**config.mk**
```make
export PLATFORM = sky130hd
export DESIGN_NAME = scil_top
export DESIGN_NICKNAME = d
export VERILOG_FILES = /design/src/design/scil_pkg.sv /design/src/design/scil_top.sv /design/src/design/scil_sync.sv /design/src/design/scil_fifo.sv
export VERILOG_INCLUDE_DIRS = /design/src /design/src/design
export SDC_FILE = /design/constraint.sdc
export NUM_CORES = 1
export LEC_CHECK = 0
export ABC_AREA = 1
export BUFFER_PORTS_ARGS = -buffer_cell sky130_fd_sc_hd__buf_2
export CAP_MARGIN = 20
export CORE_UTILIZATION = 57
export DETAILED_ROUTE_END_ITERATION = 6
export PLACE_DENSITY = 0.76
export SYNTH_ARGS = -nofsm -noshare
export SYNTH_HDL_FRONTEND = slang
export SYNTH_SLANG_ARGS = --single-unit
```
**constraint.sdc**
```tcl
create_clock -name aclk -period 5.1 [get_ports aclk]
set_input_delay 0 -clock aclk [delete_from_list [all_inputs] [get_ports aclk]]
set_output_delay 0 -clock aclk [all_outputs]
set_load 0.005 [all_outputs]
```
**src/design/scil_map.svh**
```systemverilog
// Register offsets, field positions, reset values and timing counts of the servo input block.
`ifndef SCIL_MAP_SVH
`define SCIL_MAP_SVH

// Register byte offsets on the AXI4-Lite slave.
`define SCIL_OFF_SETUP1 8'h00
`define SCIL_OFF_SETUP2 8'h04
`define SCIL_OFF_SPEED1 8'h08
`define SCIL_OFF_SPEED2 8'h0c
`define SCIL_OFF_SPEED3 8'h10
`define SCIL_OFF_STATUS 8'h14
`define SCIL_OFF_DEVIATION 8'h18

// Field positions in setup word one.
`define SCIL_S1_AUTO_SERVO 0
`define SCIL_S1_IGNORE_FWD_OT 2
`define SCIL_S1_IGNORE_REV_OT 3
`define SCIL_S1_MUX_IS_BLOCK 15

// Field positions in setup word two.
`define SCIL_S2_SPEED_MODE 2
`define SCIL_S2_FMT_LO 3
`define SCIL_S2_FMT_HI 5
`define SCIL_S2_CLEAR_EDGE 10

// Pulse format codes held in setup word two.
`define SCIL_FMT_PULSE_DIR 3'h0
`define SCIL_FMT_TWO_PULSE 3'h1

// Status register bit positions.
`define SCIL_ST_SERVO_ON 0
`define SCIL_ST_ALARM 1
`define SCIL_ST_FWD_PROHIBIT 2
`define SCIL_ST_REV_PROHIBIT 3
`define SCIL_ST_RATE_FAULT 4
`define SCIL_ST_OVERRUN 5
`define SCIL_ST_GAIN_REDUCE 6
`define SCIL_ST_PULSE_BLOCK 7

// Reset values of the writable words.
`define SCIL_SETUP1_RST 16'h0000
`define SCIL_SETUP2_RST 16'h0000
`define SCIL_SPEED_RST 16'h0000

// Timing: clock period, highest pulse rate and the least pulse spacing in cycles.
`define SCIL_CLK_NS 4
`define SCIL_MAX_RATE_KPPS 200
`define SCIL_PULSE_SPACING_NS (1000000 / `SCIL_MAX_RATE_KPPS)
`define SCIL_PULSE_SPACING_CYC ((`SCIL_PULSE_SPACING_NS + `SCIL_CLK_NS - 1) / `SCIL_CLK_NS)

// AXI response codes.
`define SCIL_RESP_OKAY 2'h0
`define SCIL_RESP_SLVERR 2'h2

`endif

```
**src/design/scil_pkg.sv**
```systemverilog
// Types shared by the servo command input block.
package scil_pkg;

   // Control pins of the connector after synchronisation.
   typedef struct packed {
      logic pulse_a;
      logic pulse_b;
      logic dev_clear;
      logic sel_a;
      logic sel_b;
      logic run;
      logic mux;
      logic fwd_ot;
      logic rev_ot;
      logic alarm_reset;
   } scil_pins_t;

   // One decoded command step: valid flag and direction (1 means reverse).
   typedef struct packed {
      logic valid;
      logic reverse;
   } scil_step_t;

   // States of the AXI write path.
   typedef enum logic [1:0] {
      WR_IDLE,
      WR_RESP
   } scil_wr_state_t;

endpackage : scil_pkg

```
**src/design/scil_top.sv**
```systemverilog
// Command pulse decoding, deviation counter and sequence input routing with AXI4-Lite registers.
//
// How it works
// - Three pulse formats chosen by setup word two.
// - Pulses up to 200 kpps; faster flagged.
// - Clear input active zeroes counter, drops pulses.
// - Setup bit selects clear level or edge.
// - Speed mode off: shared inputs limit torque.
// - Speed mode on: inputs select internal speed.
// - Manual mode: servo energized only while run.
// - Auto mode: servo energized unless alarm, run ignored.
// - Mux input lowers gain when so configured.
// - Mux input blocks pulses when so configured.
// - Speed mode: mux input gives speed direction.
// - Forward overtravel inactive prohibits forward, maskable.
// - Reverse overtravel inactive prohibits reverse, maskable.
// - Alarm reset rising edge clears alarm.
//
// The AXI4-Lite slave port and the address map were chosen for this implementation.
`include "scil_map.svh"
`timescale 1ns/1ns
module scil_top #(
   parameter int DEV_W = 16,
   parameter int SPEED_W = 16,
   parameter int FIFO_DEPTH = 2,
   parameter int SPACING_CYC = `SCIL_PULSE_SPACING_CYC
) (
   // Clock and reset.
   input wire logic aclk,
   input wire logic aresetn,
   // AXI4-Lite write address and data.
   input wire logic [7:0] s_axi_awaddr,
   input wire logic s_axi_awvalid,
   output logic s_axi_awready,
   input wire logic [31:0] s_axi_wdata,
   input wire logic [3:0] s_axi_wstrb,
   input wire logic s_axi_wvalid,
   output logic s_axi_wready,
   // AXI4-Lite write response.
   output logic [1:0] s_axi_bresp,
   output logic s_axi_bvalid,
   input wire logic s_axi_bready,
   // AXI4-Lite read.
   input wire logic [7:0] s_axi_araddr,
   input wire logic s_axi_arvalid,
   output logic s_axi_arready,
   output logic [31:0] s_axi_rdata,
   output logic [1:0] s_axi_rresp,
   output logic s_axi_rvalid,
   input wire logic s_axi_rready,
   // Connector pins from the host controller.
   input wire logic feed_pulse_in,
   input wire logic forward_pulse_in,
   input wire logic deviation_clear_in,
   input wire logic forward_torque_limit_in,
   input wire logic reverse_torque_limit_in,
   input wire logic run_in,
   input wire logic gain_reduce_in,
   input wire logic forward_overtravel_in,
   input wire logic reverse_overtravel_in,
   input wire logic alarm_reset_in,
   // Internal protection and loop feedback.
   input wire logic alarm_event_in,
   input wire logic fb_step_valid,
   input wire logic fb_step_reverse,
   // Step stream towards the position loop.
   output logic cmd_step_valid,
   input wire logic cmd_step_ready,
   output logic cmd_step_reverse,
   // Routed sequence outputs.
   output logic servo_on,
   output logic alarm,
   output logic fwd_current_limit,
   output logic rev_current_limit,
   output logic gain_reduce,
   output logic fwd_prohibit,
   output logic rev_prohibit,
   output logic speed_reverse,
   output logic [SPEED_W-1:0] speed_ref,
   output logic [DEV_W-1:0] deviation
);

   // Setup and speed words written by software.
   logic [15:0] setup1_r;
   logic [15:0] setup2_r;
   logic [SPEED_W-1:0] speed1_r;
   logic [SPEED_W-1:0] speed2_r;
   logic [SPEED_W-1:0] speed3_r;

   // Block state.
   scil_pkg::scil_pins_t pins; // Synchronised pin levels.
   scil_pkg::scil_pins_t pins_d_r; // Pin levels one cycle earlier.
   logic [DEV_W-1:0] dev_r;
   logic servo_on_r, alarm_r, fwd_lim_r, rev_lim_r, gain_r, fwd_pro_r, rev_pro_r, sdir_r;
   logic [SPEED_W-1:0] speed_r;
   logic rate_fault_r; // Pulses arrived faster than the highest rate.
   logic overrun_r; // A step found the buffer full.
   logic [11:0] gap_r; // Cycles since the last pulse edge, saturating.

   // Synchronise every connector pin before use.
   scil_sync #(.W(10)) u_sync (
      .aclk(aclk),
      .aresetn(aresetn),
      .din({feed_pulse_in, forward_pulse_in, deviation_clear_in, forward_torque_limit_in,
            reverse_torque_limit_in, run_in, gain_reduce_in, forward_overtravel_in,
            reverse_overtravel_in, alarm_reset_in}),
      .dout(pins)
   );

   // Keeps the previous levels for edge detection.
   always_ff @(posedge aclk) begin
      if (!aresetn) pins_d_r <= '0;
      else pins_d_r <= pins;
   end

   // Configuration decoding.
   wire auto_servo = setup1_r[`SCIL_S1_AUTO_SERVO];
   wire ign_fwd_ot = setup1_r[`SCIL_S1_IGNORE_FWD_OT];
   wire ign_rev_ot = setup1_r[`SCIL_S1_IGNORE_REV_OT];
   wire mux_block = setup1_r[`SCIL_S1_MUX_IS_BLOCK];
   wire speed_mode = setup2_r[`SCIL_S2_SPEED_MODE];
   wire clear_edge = setup2_r[`SCIL_S2_CLEAR_EDGE];
   wire [2:0] fmt = setup2_r[`SCIL_S2_FMT_HI:`SCIL_S2_FMT_LO];

   // Edge detection on synchronised levels.
   wire rise_a = pins.pulse_a && !pins_d_r.pulse_a;
   wire rise_b = pins.pulse_b && !pins_d_r.pulse_b;
   wire rise_clr = pins.dev_clear && !pins_d_r.dev_clear;
   wire rise_rst = pins.alarm_reset && !pins_d_r.alarm_reset;

   // Two-phase decoding with four counts per cycle; forward when phase A leads.
   function automatic scil_pkg::scil_step_t quad(input logic pa, input logic pb,
                                                 input logic ca, input logic cb);
      quad.valid = (pa ^ ca) ^ (pb ^ cb);
      quad.reverse = pa ^ cb;
   endfunction : quad

   // Format selection of the raw step.
   scil_pkg::scil_step_t step_raw;
   scil_pkg::scil_step_t step_quad;
   assign step_quad = quad(pins_d_r.pulse_a, pins_d_r.pulse_b, pins.pulse_a, pins.pulse_b);
   always_comb begin
      case (fmt)
         `SCIL_FMT_PULSE_DIR: begin
            step_raw.valid = rise_a;
            step_raw.reverse = pins.pulse_b;
         end
         `SCIL_FMT_TWO_PULSE: begin
            step_raw.valid = rise_a ^ rise_b;
            step_raw.reverse = rise_a;
         end
         default: begin
            step_raw = step_quad;
         end
      endcase
   end

   // Clear acts on the level or on its rising edge.
   wire clear_now = clear_edge ? rise_clr : pins.dev_clear;
   // Pulse blocking by the multiplexed input.
   wire pulse_block = !speed_mode && mux_block && pins.mux;
   // Pulses are dropped while cleared or blocked.
   wire step_take = step_raw.valid && !clear_now && !pulse_block;

   // Step buffer towards the position loop.
   logic fifo_ready;
   logic fifo_valid;
   logic fifo_data;
   wire push = step_take && fifo_ready;
   scil_fifo #(.W(1), .DEPTH(FIFO_DEPTH)) u_fifo (
      .aclk(aclk),
      .aresetn(aresetn),
      .s_valid(step_take),
      .s_ready(fifo_ready),
      .s_data(step_raw.reverse),
      .m_valid(fifo_valid),
      .m_ready(cmd_step_ready),
      .m_data(fifo_data)
   );

   // Deviation counter: commanded steps add, loop feedback steps subtract.
   wire [DEV_W-1:0] cmd_delta = !push ? '0 : (step_raw.reverse ? '1 : DEV_W'(1));
   wire [DEV_W-1:0] fb_delta = !fb_step_valid ? '0 : (fb_step_reverse ? '1 : DEV_W'(1));
   wire [DEV_W-1:0] dev_nxt = clear_now ? '0 : DEV_W'(dev_r + cmd_delta - fb_delta);

   // Pulse spacing check on the rising edges of either pulse pin, or of pulse A only in pulse/direction format.
   wire pulse_edge = (rise_a || rise_b) && (fmt == `SCIL_FMT_PULSE_DIR ? rise_a : 1'b1);
   wire too_fast = pulse_edge && (gap_r < 12'(SPACING_CYC));
   wire [11:0] gap_nxt = pulse_edge ? 12'h000 :
                         (gap_r == 12'hfff ? gap_r : 12'(gap_r + 1'b1));

   // Sequence routing.
   wire servo_nxt = (auto_servo || pins.run) && !alarm_r;
   wire fwd_lim_nxt = !speed_mode && pins.sel_a;
   wire rev_lim_nxt = !speed_mode && pins.sel_b;
   wire gain_nxt = !speed_mode && !mux_block && pins.mux;
   wire sdir_nxt = speed_mode && pins.mux;
   wire fwd_pro_nxt = !ign_fwd_ot && !pins.fwd_ot;
   wire rev_pro_nxt = !ign_rev_ot && !pins.rev_ot;
   wire [1:0] sel = {pins.sel_b, pins.sel_a};
   wire [SPEED_W-1:0] speed_nxt = !speed_mode ? '0 :
                                  (sel == 2'h1) ? speed1_r :
                                  (sel == 2'h2) ? speed2_r :
                                  (sel == 2'h3) ? speed3_r : '0;
   // The alarm is set by protection and cleared by the reset edge; a set wins.
   wire alarm_nxt = alarm_event_in || (alarm_r && !rise_rst);

   // AXI write and read handling.
   logic aw_held_r, w_held_r;
   logic [7:0] aw_addr_r;
   logic [31:0] w_data_r;
   logic [3:0] w_strb_r;
   logic bvalid_r, rvalid_r;
   logic [1:0] bresp_r, rresp_r;
   logic [31:0] rdata_r;
   wire wr_go = aw_held_r && w_held_r && !bvalid_r;
   wire status_hit = (aw_addr_r == `SCIL_OFF_STATUS);
   wire wr_map = (aw_addr_r == `SCIL_OFF_SETUP1) || (aw_addr_r == `SCIL_OFF_SETUP2) ||
                 (aw_addr_r == `SCIL_OFF_SPEED1) || (aw_addr_r == `SCIL_OFF_SPEED2) ||
                 (aw_addr_r == `SCIL_OFF_SPEED3) || status_hit ||
                 (aw_addr_r == `SCIL_OFF_DEVIATION);
   wire [15:0] wlo = {w_strb_r[1] ? w_data_r[15:8] : 8'h00, w_strb_r[0] ? w_data_r[7:0] : 8'h00};
   wire clr_rate = wr_go && status_hit && wlo[`SCIL_ST_RATE_FAULT];
   wire clr_ovr = wr_go && status_hit && wlo[`SCIL_ST_OVERRUN];
   wire [31:0] status_word = {24'h000000, pulse_block, gain_r, overrun_r, rate_fault_r,
                              rev_pro_r, fwd_pro_r, alarm_r, servo_on_r};
   wire rd_go = s_axi_arvalid && !rvalid_r;

   // Merges a written word into a register under the byte strobes.
   function automatic logic [15:0] merge(input logic [15:0] old, input logic [31:0] d,
                                         input logic [3:0] st);
      merge = {st[1] ? d[15:8] : old[15:8], st[0] ? d[7:0] : old[7:0]};
   endfunction : merge

   // Read data selection; unmapped offsets answer with an error and zero.
   logic [31:0] rd_word;
   logic rd_hit;
   always_comb begin
      rd_hit = 1'b1;
      case (s_axi_araddr)
         `SCIL_OFF_SETUP1: rd_word = {16'h0000, setup1_r};
         `SCIL_OFF_SETUP2: rd_word = {16'h0000, setup2_r};
         `SCIL_OFF_SPEED1: rd_word = 32'(speed1_r);
         `SCIL_OFF_SPEED2: rd_word = 32'(speed2_r);
         `SCIL_OFF_SPEED3: rd_word = 32'(speed3_r);
         `SCIL_OFF_STATUS: rd_word = status_word;
         `SCIL_OFF_DEVIATION: rd_word = 32'(dev_r);
         default: begin
            rd_word = 32'h00000000;
            rd_hit = 1'b0;
         end
      endcase
   end

   // Address and data are held independently, then answered together.
   always_ff @(posedge aclk) begin
      if (!aresetn) begin
         aw_held_r <= 1'b0;
         w_held_r <= 1'b0;
         aw_addr_r <= 8'h00;
         w_data_r <= 32'h00000000;
         w_strb_r <= 4'h0;
         bvalid_r <= 1'b0;
         bresp_r <= `SCIL_RESP_OKAY;
      end else begin
         if (s_axi_awvalid && !aw_held_r) begin
            aw_held_r <= 1'b1;
            aw_addr_r <= s_axi_awaddr;
         end
         if (s_axi_wvalid && !w_held_r) begin
            w_held_r <= 1'b1;
            w_data_r <= s_axi_wdata;
            w_strb_r <= s_axi_wstrb;
         end
         if (wr_go) begin
            aw_held_r <= 1'b0;
            w_held_r <= 1'b0;
            bvalid_r <= 1'b1;
            bresp_r <= wr_map ? `SCIL_RESP_OKAY : `SCIL_RESP_SLVERR;
         end else if (bvalid_r && s_axi_bready) begin
            bvalid_r <= 1'b0;
         end
      end
   end

   // Writable registers; status accepts writes only as flag clears, deviation writes have no effect.
   always_ff @(posedge aclk) begin
      if (!aresetn) begin
         setup1_r <= `SCIL_SETUP1_RST;
         setup2_r <= `SCIL_SETUP2_RST;
         speed1_r <= SPEED_W'(`SCIL_SPEED_RST);
         speed2_r <= SPEED_W'(`SCIL_SPEED_RST);
         speed3_r <= SPEED_W'(`SCIL_SPEED_RST);
      end else if (wr_go) begin
         if (aw_addr_r == `SCIL_OFF_SETUP1) setup1_r <= merge(setup1_r, w_data_r, w_strb_r);
         if (aw_addr_r == `SCIL_OFF_SETUP2) setup2_r <= merge(setup2_r, w_data_r, w_strb_r);
         if (aw_addr_r == `SCIL_OFF_SPEED1)
            speed1_r <= SPEED_W'(merge(16'(speed1_r), w_data_r, w_strb_r));
         if (aw_addr_r == `SCIL_OFF_SPEED2)
            speed2_r <= SPEED_W'(merge(16'(speed2_r), w_data_r, w_strb_r));
         if (aw_addr_r == `SCIL_OFF_SPEED3)
            speed3_r <= SPEED_W'(merge(16'(speed3_r), w_data_r, w_strb_r));
      end
   end

   // Read channel: one cycle from address to data.
   always_ff @(posedge aclk) begin
      if (!aresetn) begin
         rvalid_r <= 1'b0;
         rdata_r <= 32'h00000000;
         rresp_r <= `SCIL_RESP_OKAY;
      end else if (rd_go) begin
         rvalid_r <= 1'b1;
         rdata_r <= rd_word;
         rresp_r <= rd_hit ? `SCIL_RESP_OKAY : `SCIL_RESP_SLVERR;
      end else if (rvalid_r && s_axi_rready) begin
         rvalid_r <= 1'b0;
      end
   end

   // Block state registers.
   always_ff @(posedge aclk) begin
      if (!aresetn) begin
         dev_r <= '0;
         gap_r <= 12'hfff;
         rate_fault_r <= 1'b0;
         overrun_r <= 1'b0;
         servo_on_r <= 1'b0;
         alarm_r <= 1'b0;
         fwd_lim_r <= 1'b0;
         rev_lim_r <= 1'b0;
         gain_r <= 1'b0;
         sdir_r <= 1'b0;
         fwd_pro_r <= 1'b0;
         rev_pro_r <= 1'b0;
         speed_r <= '0;
      end else begin
         dev_r <= dev_nxt;
         gap_r <= gap_nxt;
         rate_fault_r <= too_fast || (rate_fault_r && !clr_rate);
         overrun_r <= (step_take && !fifo_ready) || (overrun_r && !clr_ovr);
         servo_on_r <= servo_nxt;
         alarm_r <= alarm_nxt;
         fwd_lim_r <= fwd_lim_nxt;
         rev_lim_r <= rev_lim_nxt;
         gain_r <= gain_nxt;
         sdir_r <= sdir_nxt;
         fwd_pro_r <= fwd_pro_nxt;
         rev_pro_r <= rev_pro_nxt;
         speed_r <= speed_nxt;
      end
   end

   // Output ports.
   assign s_axi_awready = !aw_held_r;
   assign s_axi_wready = !w_held_r;
   assign s_axi_bvalid = bvalid_r;
   assign s_axi_bresp = bresp_r;
   assign s_axi_arready = !rvalid_r;
   assign s_axi_rvalid = rvalid_r;
   assign s_axi_rdata = rdata_r;
   assign s_axi_rresp = rresp_r;
   assign cmd_step_valid = fifo_valid;
   assign cmd_step_reverse = fifo_data;
   assign servo_on = servo_on_r;
   assign alarm = alarm_r;
   assign fwd_current_limit = fwd_lim_r;
   assign rev_current_limit = rev_lim_r;
   assign gain_reduce = gain_r;
   assign fwd_prohibit = fwd_pro_r;
   assign rev_prohibit = rev_pro_r;
   assign speed_reverse = sdir_r;
   assign speed_ref = speed_r;
   assign deviation = dev_r;
endmodule : scil_top

```
**src/design/scil_sync.sv**
```systemverilog
// Three-stage input synchroniser that accepts a change once stages two and three agree.
`timescale 1ns/1ns
module scil_sync #(
   parameter int W = 10
) (
   // Clock and reset.
   input wire logic aclk,
   input wire logic aresetn,
   // Raw and filtered levels.
   input wire logic [W-1:0] din,
   output logic [W-1:0] dout
);

   logic [W-1:0] s1_r; // First stage, read only by the second.
   logic [W-1:0] s2_r; // Second stage.
   logic [W-1:0] s3_r; // Third stage.
   logic [W-1:0] out_r; // Accepted level.

   // Each bit takes the new level only when stages two and three match.
   always_ff @(posedge aclk) begin
      if (!aresetn) begin
         s1_r <= '0;
         s2_r <= '0;
         s3_r <= '0;
         out_r <= '0;
      end else begin
         s1_r <= din;
         s2_r <= s1_r;
         s3_r <= s2_r;
         out_r <= (s2_r & ~(s2_r ^ s3_r)) | (out_r & (s2_r ^ s3_r));
      end
   end

   assign dout = out_r;

endmodule : scil_sync

```
**src/design/scil_fifo.sv**
```systemverilog
// Small buffer with valid and ready on both sides for decoded command steps.
`timescale 1ns/1ns
module scil_fifo #(
   parameter int W = 1,
   parameter int DEPTH = 2
) (
   // Clock and reset.
   input wire logic aclk,
   input wire logic aresetn,
   // Filling side.
   input wire logic s_valid,
   output logic s_ready,
   input wire logic [W-1:0] s_data,
   // Draining side.
   output logic m_valid,
   input wire logic m_ready,
   output logic [W-1:0] m_data
);

   localparam int PW = (DEPTH > 1) ? $clog2(DEPTH) : 1;

   logic [W-1:0] mem_r [DEPTH]; // Storage words.
   logic [PW-1:0] wr_ptr_r; // Next slot to write.
   logic [PW-1:0] rd_ptr_r; // Oldest slot.
   logic [PW:0] count_r; // Number of held words.
   wire push = s_valid && s_ready;
   wire pop = m_valid && m_ready;

   // Advances a pointer with wrap at the depth.
   function automatic logic [PW-1:0] bump(input logic [PW-1:0] p);
      bump = (p == PW'(DEPTH - 1)) ? '0 : PW'(p + 1'b1);
   endfunction : bump

   // Pointer and count update; push and pop may happen together.
   always_ff @(posedge aclk) begin
      if (!aresetn) begin
         wr_ptr_r <= '0;
         rd_ptr_r <= '0;
         count_r <= '0;
      end else begin
         if (push) wr_ptr_r <= bump(wr_ptr_r);
         if (pop) rd_ptr_r <= bump(rd_ptr_r);
         count_r <= (PW+1)'(count_r + {{PW{1'b0}}, push} - {{PW{1'b0}}, pop});
      end
   end

   // Storage write.
   always_ff @(posedge aclk) begin
      if (push) mem_r[wr_ptr_r] <= s_data;
   end

   assign s_ready = (count_r != (PW+1)'(DEPTH));
   assign m_valid = (count_r != '0);
   assign m_data = mem_r[rd_ptr_r];

endmodule : scil_fifo

```
==> flow_summary.ini, run 1 <==
[place]
gp_congestion = 0.917
dp_hpwl_um = 19300
portBuffers = 119

[worst_hold_path]
min_path_type = primary input to register
hold_path_end = deviation[15]$_SDFF_PP0_
holdPathStages = 7
min_from = fb_step_reverse

[timing]
max_slew_margin_pct = 29.6
slew_violations = 0
hold_violations = 0
fin_crit_ps = 3610
whs_ps = 45.3
setup_viol = 0
clock.fmax_mhz = 277
setup_tns_ps = 0
rsz0062_at_grt = false
tightest_slew_ps = 1060
min_period_over_period_pct = 70.7
finClkSkew_ps = 6.69

[drt]
routedWlPerCell_um = 15.3
detail-route-antenna-nets = 0
routed_wl_um = 28000
dr.pass1.iters = 7
drc = 13
vias_per_cell = 5.36
via_count = 9824
first_iter_violations = 826

[synth]
ys_warn_count = 0
synthCells = 1445
synth_seq_cells = 233
avgSynthCellArea_um2 = 7.37
async_flop_share_pct = 0
synth-edff-count = 2
synth_area_um2 = 10600
synth_cell_types = 47
synth-main-ff-cell = dfxtp_1
synth-seq-area-share_pct = 44.0

[cts]
cts_buffer_depth = 3
numCtsBuffers = 24
cts_setup_buffers = 0
numClockSinks = 233
cts_hold_buffers = 44
cts-root-buf = clkbuf_16
clk_latency_ps = 520
cts_resized = 0
cts_tree = yes
clkTransAtPathRegs_ps = 60
h-tree-depth = 1

[flow_run]
cap_violations = 0

[global_routing]
track_usage_pct = 29.1
grt_pass1_vias = 9161
grt_max_degree = 103
antenna_found_initial = 0
grt_pass1_wl_um = 45400
grt_overflow = 0

[die]
die_width_um = 139
core_area_um2 = 18100
rows = 49
initial_utilization_pct = 58.7
ios = 156
die_y_um = 139
dieArea_um2 = 19200

[layout]
fill_cells = 1527
fin_util_pct = 69.3
final_cell_mix = 238 x inv_1, 231 x dfxtp_1, 211 x nand2_1
diodes = 0
fin_nets = 1699
layout_commonest_cell = inv_1
syn2layout_area_growth_pct = 18.0
drive_above_1_share_pct = 12.2

[worst_setup_path]
cp_max_fo = 15
worst-r2r-cell-count = 17
r2r_slack_ps = 1490
worst_setup_path_end_kind = register
worst-endpoint-arrival_ps = 4050
required_ps = 5540
worstSetupPathType = register to register
r2r-end = deviation[11]$_SDFF_PP0_
critPathLaunchType = register

[power_and_ir_drop]
swShare_pct = 30.8
comb_power_share_pct = 24.3
power_density_nw_per_um2 = 417
pwr-share-seq_pct = 38.8
p_sw_uw = 1610
power.internal_uw = 3630
vdd_drop_max_uv = 278
leakage_uw = 0.00595
power_frac_clock_pct = 36.9

[run_status]
violations = design-rule violations
outcome = complete, but fails checks
==> registers in the layout (all words and copies together), names as in the netlist, 12 cells and up, named ones only <==
signal and cells:
setup1_r 16, s_axi_rdata 16, speed3_r 16, w_data_r 16
speed2_r 16, speed1_r 16, setup2_r 16, deviation 16
speed_ref 16, gap_r 12
==> power by group through the flow <==
stage	logic (µW)	clock network (µW)	registers (µW)
3_5_place_dp	1220	0	2070
4_1_cts	1260	1950	2030
5_1_grt	1450	2030	2040
6_report	1270	1930	2030
2_1_floorplan	921	0	2050
3_3_place_gp	1190	0	2060
==> synthesized netlist by cell type (all sizes together), types with 15 or more instances <==
cell	number	share of area [%]
a21oi	146	6.9
buf	39	2.5
clkbuf	28	0.99
dfxtp	231	43
fa	15	2.8
ha	22	2.6
inv	246	8.7
nand2	216	7.7
nand3	60	2.8
nor2	175	6.5
nor3	19	1.4
o21ai	172	8.1
==> kinds of logic after synthesis <==
kind of cell	count (synthesis)	share of synthesized area, %
AO/OA/AOI/OAI	362	18.1
flip-flops	233	44.0
multiplexers	1	0.106
XOR/XNOR	3	0.247
adder cells (fa/ha/maj)	37	5.40
other	1	0.0352
AND/OR/NAND/NOR	494	20.0
buffers and inverters	314	12.2
==> worst max-delay path by stage <==
stage                     slack, ps                        to  startpoint  cells after the start
final                          1490  deviation[11]$_SDFF_PP0_    register                     17
after global routing           1230  deviation[11]$_SDFF_PP0_    register                     17
after CTS                      1490  deviation[11]$_SDFF_PP0_    register                     17
after detailed placement       1530  deviation[11]$_SDFF_PP0_    register                     17
after global placement         1590  deviation[11]$_SDFF_PP0_    register                     17
after floorplan                1320  deviation[11]$_SDFF_PP0_    register                     16
==> per-layer routing <==
metal / part of all wire [%] / GRT usage [%] / vias to the layer above
li1: - / - / 4899
met4: 3.9 / 11.8 / 0
met2: 45 / 47.5 / 424
met1: 43 / 38.6 / 4422
met3: 8.2 / 4.49 / 79
met5: 0 / 0 / -
==> critical path: stages, from the launching register on <==
cell and delay, ps:
dfxtp_1 380, ha_1 220, inv_1 60, ha_1 270, nand4_1 120, nand3_1 130, nand4_1 80, buf_4 230
fa_1 510, inv_1 50, ha_1 350, inv_1 70, o21ai_0 270, nand3_1 150, nand3_1 140, a21oi_1 110
or2_2 280, a21oi_1 110
==> cell type report <==
class | count | area (µm²) | share of cell area [%]
repair buffers | 168 | 1070 | 8.54
well taps | 229 | 287 | 2.28
inverters | 247 | 927 | 7.38
flip-flops and latches | 233 | 4680 | 37.3
multi-input cells | 915 | 4730 | 37.6
clock inverters | 13 | 216 | 1.72
clock buffers | 29 | 651 | 5.18
==> stage by stage <==
| stage | instances | worst slack [ps] | total power, µW | instance area, µm² |
|---|---|---|---|---|
| after floorplan | 1462 | 1320 | 2970 | 10700 |
| after global placement | 1747 | 1590 | 3250 | 11300 |
| after detailed placement | 1748 | 1530 | 3290 | 11300 |
| after CTS | 1834 | 1490 | 5240 | 12600 |
| after global routing | 1834 | 1230 | 5520 | 12600 |
| final | 1834 | 1490 | 5240 | 12600 |
Power figures use the tool's default switching activity.
==> run 2, diff against run 1 <==
- ABC_AREA: 1 -> 0
- CORE_UTILIZATION: 57 -> 52
- PLACE_DENSITY: 0.76 -> 0.72
- clock period: 5.1 -> 2.92 ns (I/O delays scaled with it)
==> run 2 against run 1 <==
The flow finishes with violations (design-rule violations, negative setup slack); design area increased by 8.1%; clock skew increased by 3.3 ps; first-iteration DRC count is 32% lower; fmax rose by 1.3%; non-clock buffer count is 61 higher; critical path type unchanged; critical endpoint is now deviation[15]$_SDFF_PP0_; largest cell class unchanged; largest power group unchanged; highest routed layer unchanged.
==> flow_summary.ini, run 2 <==
[power_and_ir_drop]
vdd_drop_max_uv = 433
power_density_nw_per_um2 = 720
leakage_uw = 0.00583
power_uw = 9780

[timing]
finClkSkew_ps = 10.0
fin_crit_ps = 3560
min_period_over_period_pct = 122
setup_viol = 13
tightest_slew_ps = 944
clock.fmax_mhz = 281
setup_tns_ps = -5970
fin_ws_ps = -642
max_slew_margin_pct = 36.9
hold_violations = 0
rsz0062_at_grt = true
slew_violations = 0

[worst_setup_path]
critPathBufInv = 5
cp_max_fo = 7
cp_top_family = adder cells
worst_setup_path_end_kind = register
crit_chain = inv_2 -> ha_4 -> inv_4 -> ha_4 -> mux2i_1 -> mux2i_1 -> and3_4 -> nand2_8 -> buf_6 -> fa_1 -> inv_2 -> ha_4 -> buf_6 -> nand4_1 -> a21oi_2 -> o21ai_2 -> and3_1 -> mux2_2
worstSetupPathType = register to register
slowest_delay_ps = 550
r2r-end = deviation[15]$_SDFF_PP0_
critPathLaunchType = register
r2r_slack_ps = -640
cp_slowest_cell = fa_1
required_ps = 3330
worst-r2r-cell-count = 18
path_common_cell = ha_4
worst-endpoint-arrival_ps = 3970
reg2reg_from = pins_d_r[9]$_SDFF_PN0_

[synth]
ys_top_cells_by_area = dfxtp_1 42%, nand2_1 6.3%, mux2i_1 5.1%, a21boi_0 3.4%, nor2b_1 3.2%
avgSynthCellArea_um2 = 9.28
synth_area_um2 = 10900
yosys.area.top_type_share_pct = 42.3
yosys-top-cells-count = 231 x dfxtp_1, 182 x nand2_1, 62 x nor2_1
yosysTopAreaCell = dfxtp_1
synth_seq_cells = 233
yosysMostFrequentCell = dfxtp_1
synthCells = 1177
synth_cell_types = 74
async_flop_share_pct = 0
synth-main-ff-cell = dfxtp_1
synth-edff-count = 2
ys_warn_count = 0
synth-seq-area-share_pct = 42.9

[worst_hold_path]
min_path_type = primary input to register
hold_path_end = s_axi_rresp[1]$_SDFFE_PN0P_
min_from = s_axi_araddr[1]
holdPathStages = 5

[layout]
drive_above_1_share_pct = 23.0
fin_nets = 1484
diodes = 0
postLayoutCellArea_um2 = 13600
final_cell_mix = 228 x dfxtp_1, 181 x nand2_1, 118 x buf_2
syn2layout_area_growth_pct = 24.4
layout_commonest_cell = dfxtp_1

[die]
die_y_um = 147
die_width_um = 147
ios = 156
core_area_um2 = 20400
rows = 52
initial_utilization_pct = 53.5
dieArea_um2 = 21600

[flow_run]
cap_violations = 0

[place]
dp_hpwl_um = 18600
postPlaceCellArea_um2 = 12000
gp_congestion = 0.879
portBuffers = 119

[cts]
numCtsBuffers = 25
cts_tree = yes
clkTransAtPathRegs_ps = 60
numClockSinks = 233
h-tree-depth = 1
cts-root-buf = clkbuf_16
clk_latency_ps = 520
cts_buffer_depth = 3

[drt]
vias_per_cell = 5.31
routed_wl_um = 27100
via_count = 8824
dr.pass1.iters = 7
detail-route-antenna-nets = 0
first_iter_violations = 562
routedWlPerCell_um = 16.3
drc = 5

[global_routing]
grt_max_degree = 84
grt_overflow = 0
track_usage_pct = 25.2
antenna_found_initial = 0
grt_pass1_wl_um = 43400
grt_pass1_vias = 8328

[run_status]
violations = design-rule violations, negative setup slack
outcome = complete, but fails checks
## run 2: power breakdown
| group | internal (µW) | total, µW | switching, µW | leakage [µW] |
|---|---|---|---|---|
| registers | 3390 | 3630 | 240 | 0.00190 |
| clock network | 2100 | 3380 | 1270 | 0.000439 |
| logic | 1410 | 2770 | 1370 | 0.00349 |
## run 2: area by class of cell
class,instances,area (µm²)
fill,1650,6840
multi-input combinational,824,5880
sequential,233,4690
timing repair buffer,229,1560
clock buffer,35,733
tap,270,338
inverter,61,231
clock inverter,10,160
## run 2: worst max path at each step
stage / slack [ps] / start / cells after the start / end
floorplan: -490 / pins_d_r[9]$_SDFF_PN0_ / 18 / deviation[15]$_SDFF_PP0_
global placement: -600 / pins_d_r[9]$_SDFF_PN0_ / 17 / deviation[12]$_SDFF_PP0_
detailed placement: -670 / pins_d_r[9]$_SDFF_PN0_ / 18 / deviation[12]$_SDFF_PP0_
CTS: -600 / pins_d_r[9]$_SDFF_PN0_ / 19 / deviation[12]$_SDFF_PP0_
global route: -820 / pins_d_r[9]$_SDFF_PN0_ / 19 / deviation[12]$_SDFF_PP0_
finish: -640 / pins_d_r[9]$_SDFF_PN0_ / 18 / deviation[15]$_SDFF_PP0_
## run 2: what timing repair did
action,4_1_cts,5_1_grt
cloned,1,0
pin swaps,22,15
endpoints found under the hold margin,74,0
setup buffers,2,2
hold buffers,50,0
endpoints found under the setup margin,13,14
gates resized for setup,19,10
## run 2: worst reg2reg max path, cell delays in order (launching register included)
cell and delay (ps):
dfxtp_2 320, inv_2 60, ha_4 140, inv_4 40, ha_4 240, mux2i_1 60, mux2i_1 200, and3_4 300
nand2_8 100, buf_6 130, fa_1 550, inv_2 50, ha_4 270, buf_6 90, nand4_1 170, a21oi_2 220
o21ai_2 90, and3_1 170, mux2_2 250
## run 2: cell families (layout without fill, tap and decap cells)
family	count (synthesis)	in the layout	synth area share, %
AOI/OAI and AO/OA	234	234	15.1
xor gates and xnor gates	23	23	1.84
adders and majority gates	37	37	5.27
buffers and inverters	138	335	5.97
DFF	233	233	42.9
muxes	88	88	9.29
other	1	18	0.0343
and+or+nand+nor	423	424	19.6
## run 2: through the flow
step           std cells  hold slack, ps  setup slack [ps]  util (%)
6_report            1662            55.2              -642      66.5
5_1_grt             1662            75.2              -821      66.5
4_1_cts             1660            30.2              -595      66.2
3_5_place_dp        1562             211              -672      58.8
3_3_place_gp        1562             208              -597      58.8
2_1_floorplan       1194             116              -491         -
## run 2: routing by layer
metal | vias up | global-route usage, % | share of wire [%]
met5 | - | 0 | 0
met4 | 0 | 7.06 | 1.8
met3 | 39 | 3.60 | 5.8
met2 | 275 | 41.8 | 46
met1 | 4158 | 34.2 | 46
li1 | 4352 | - | -
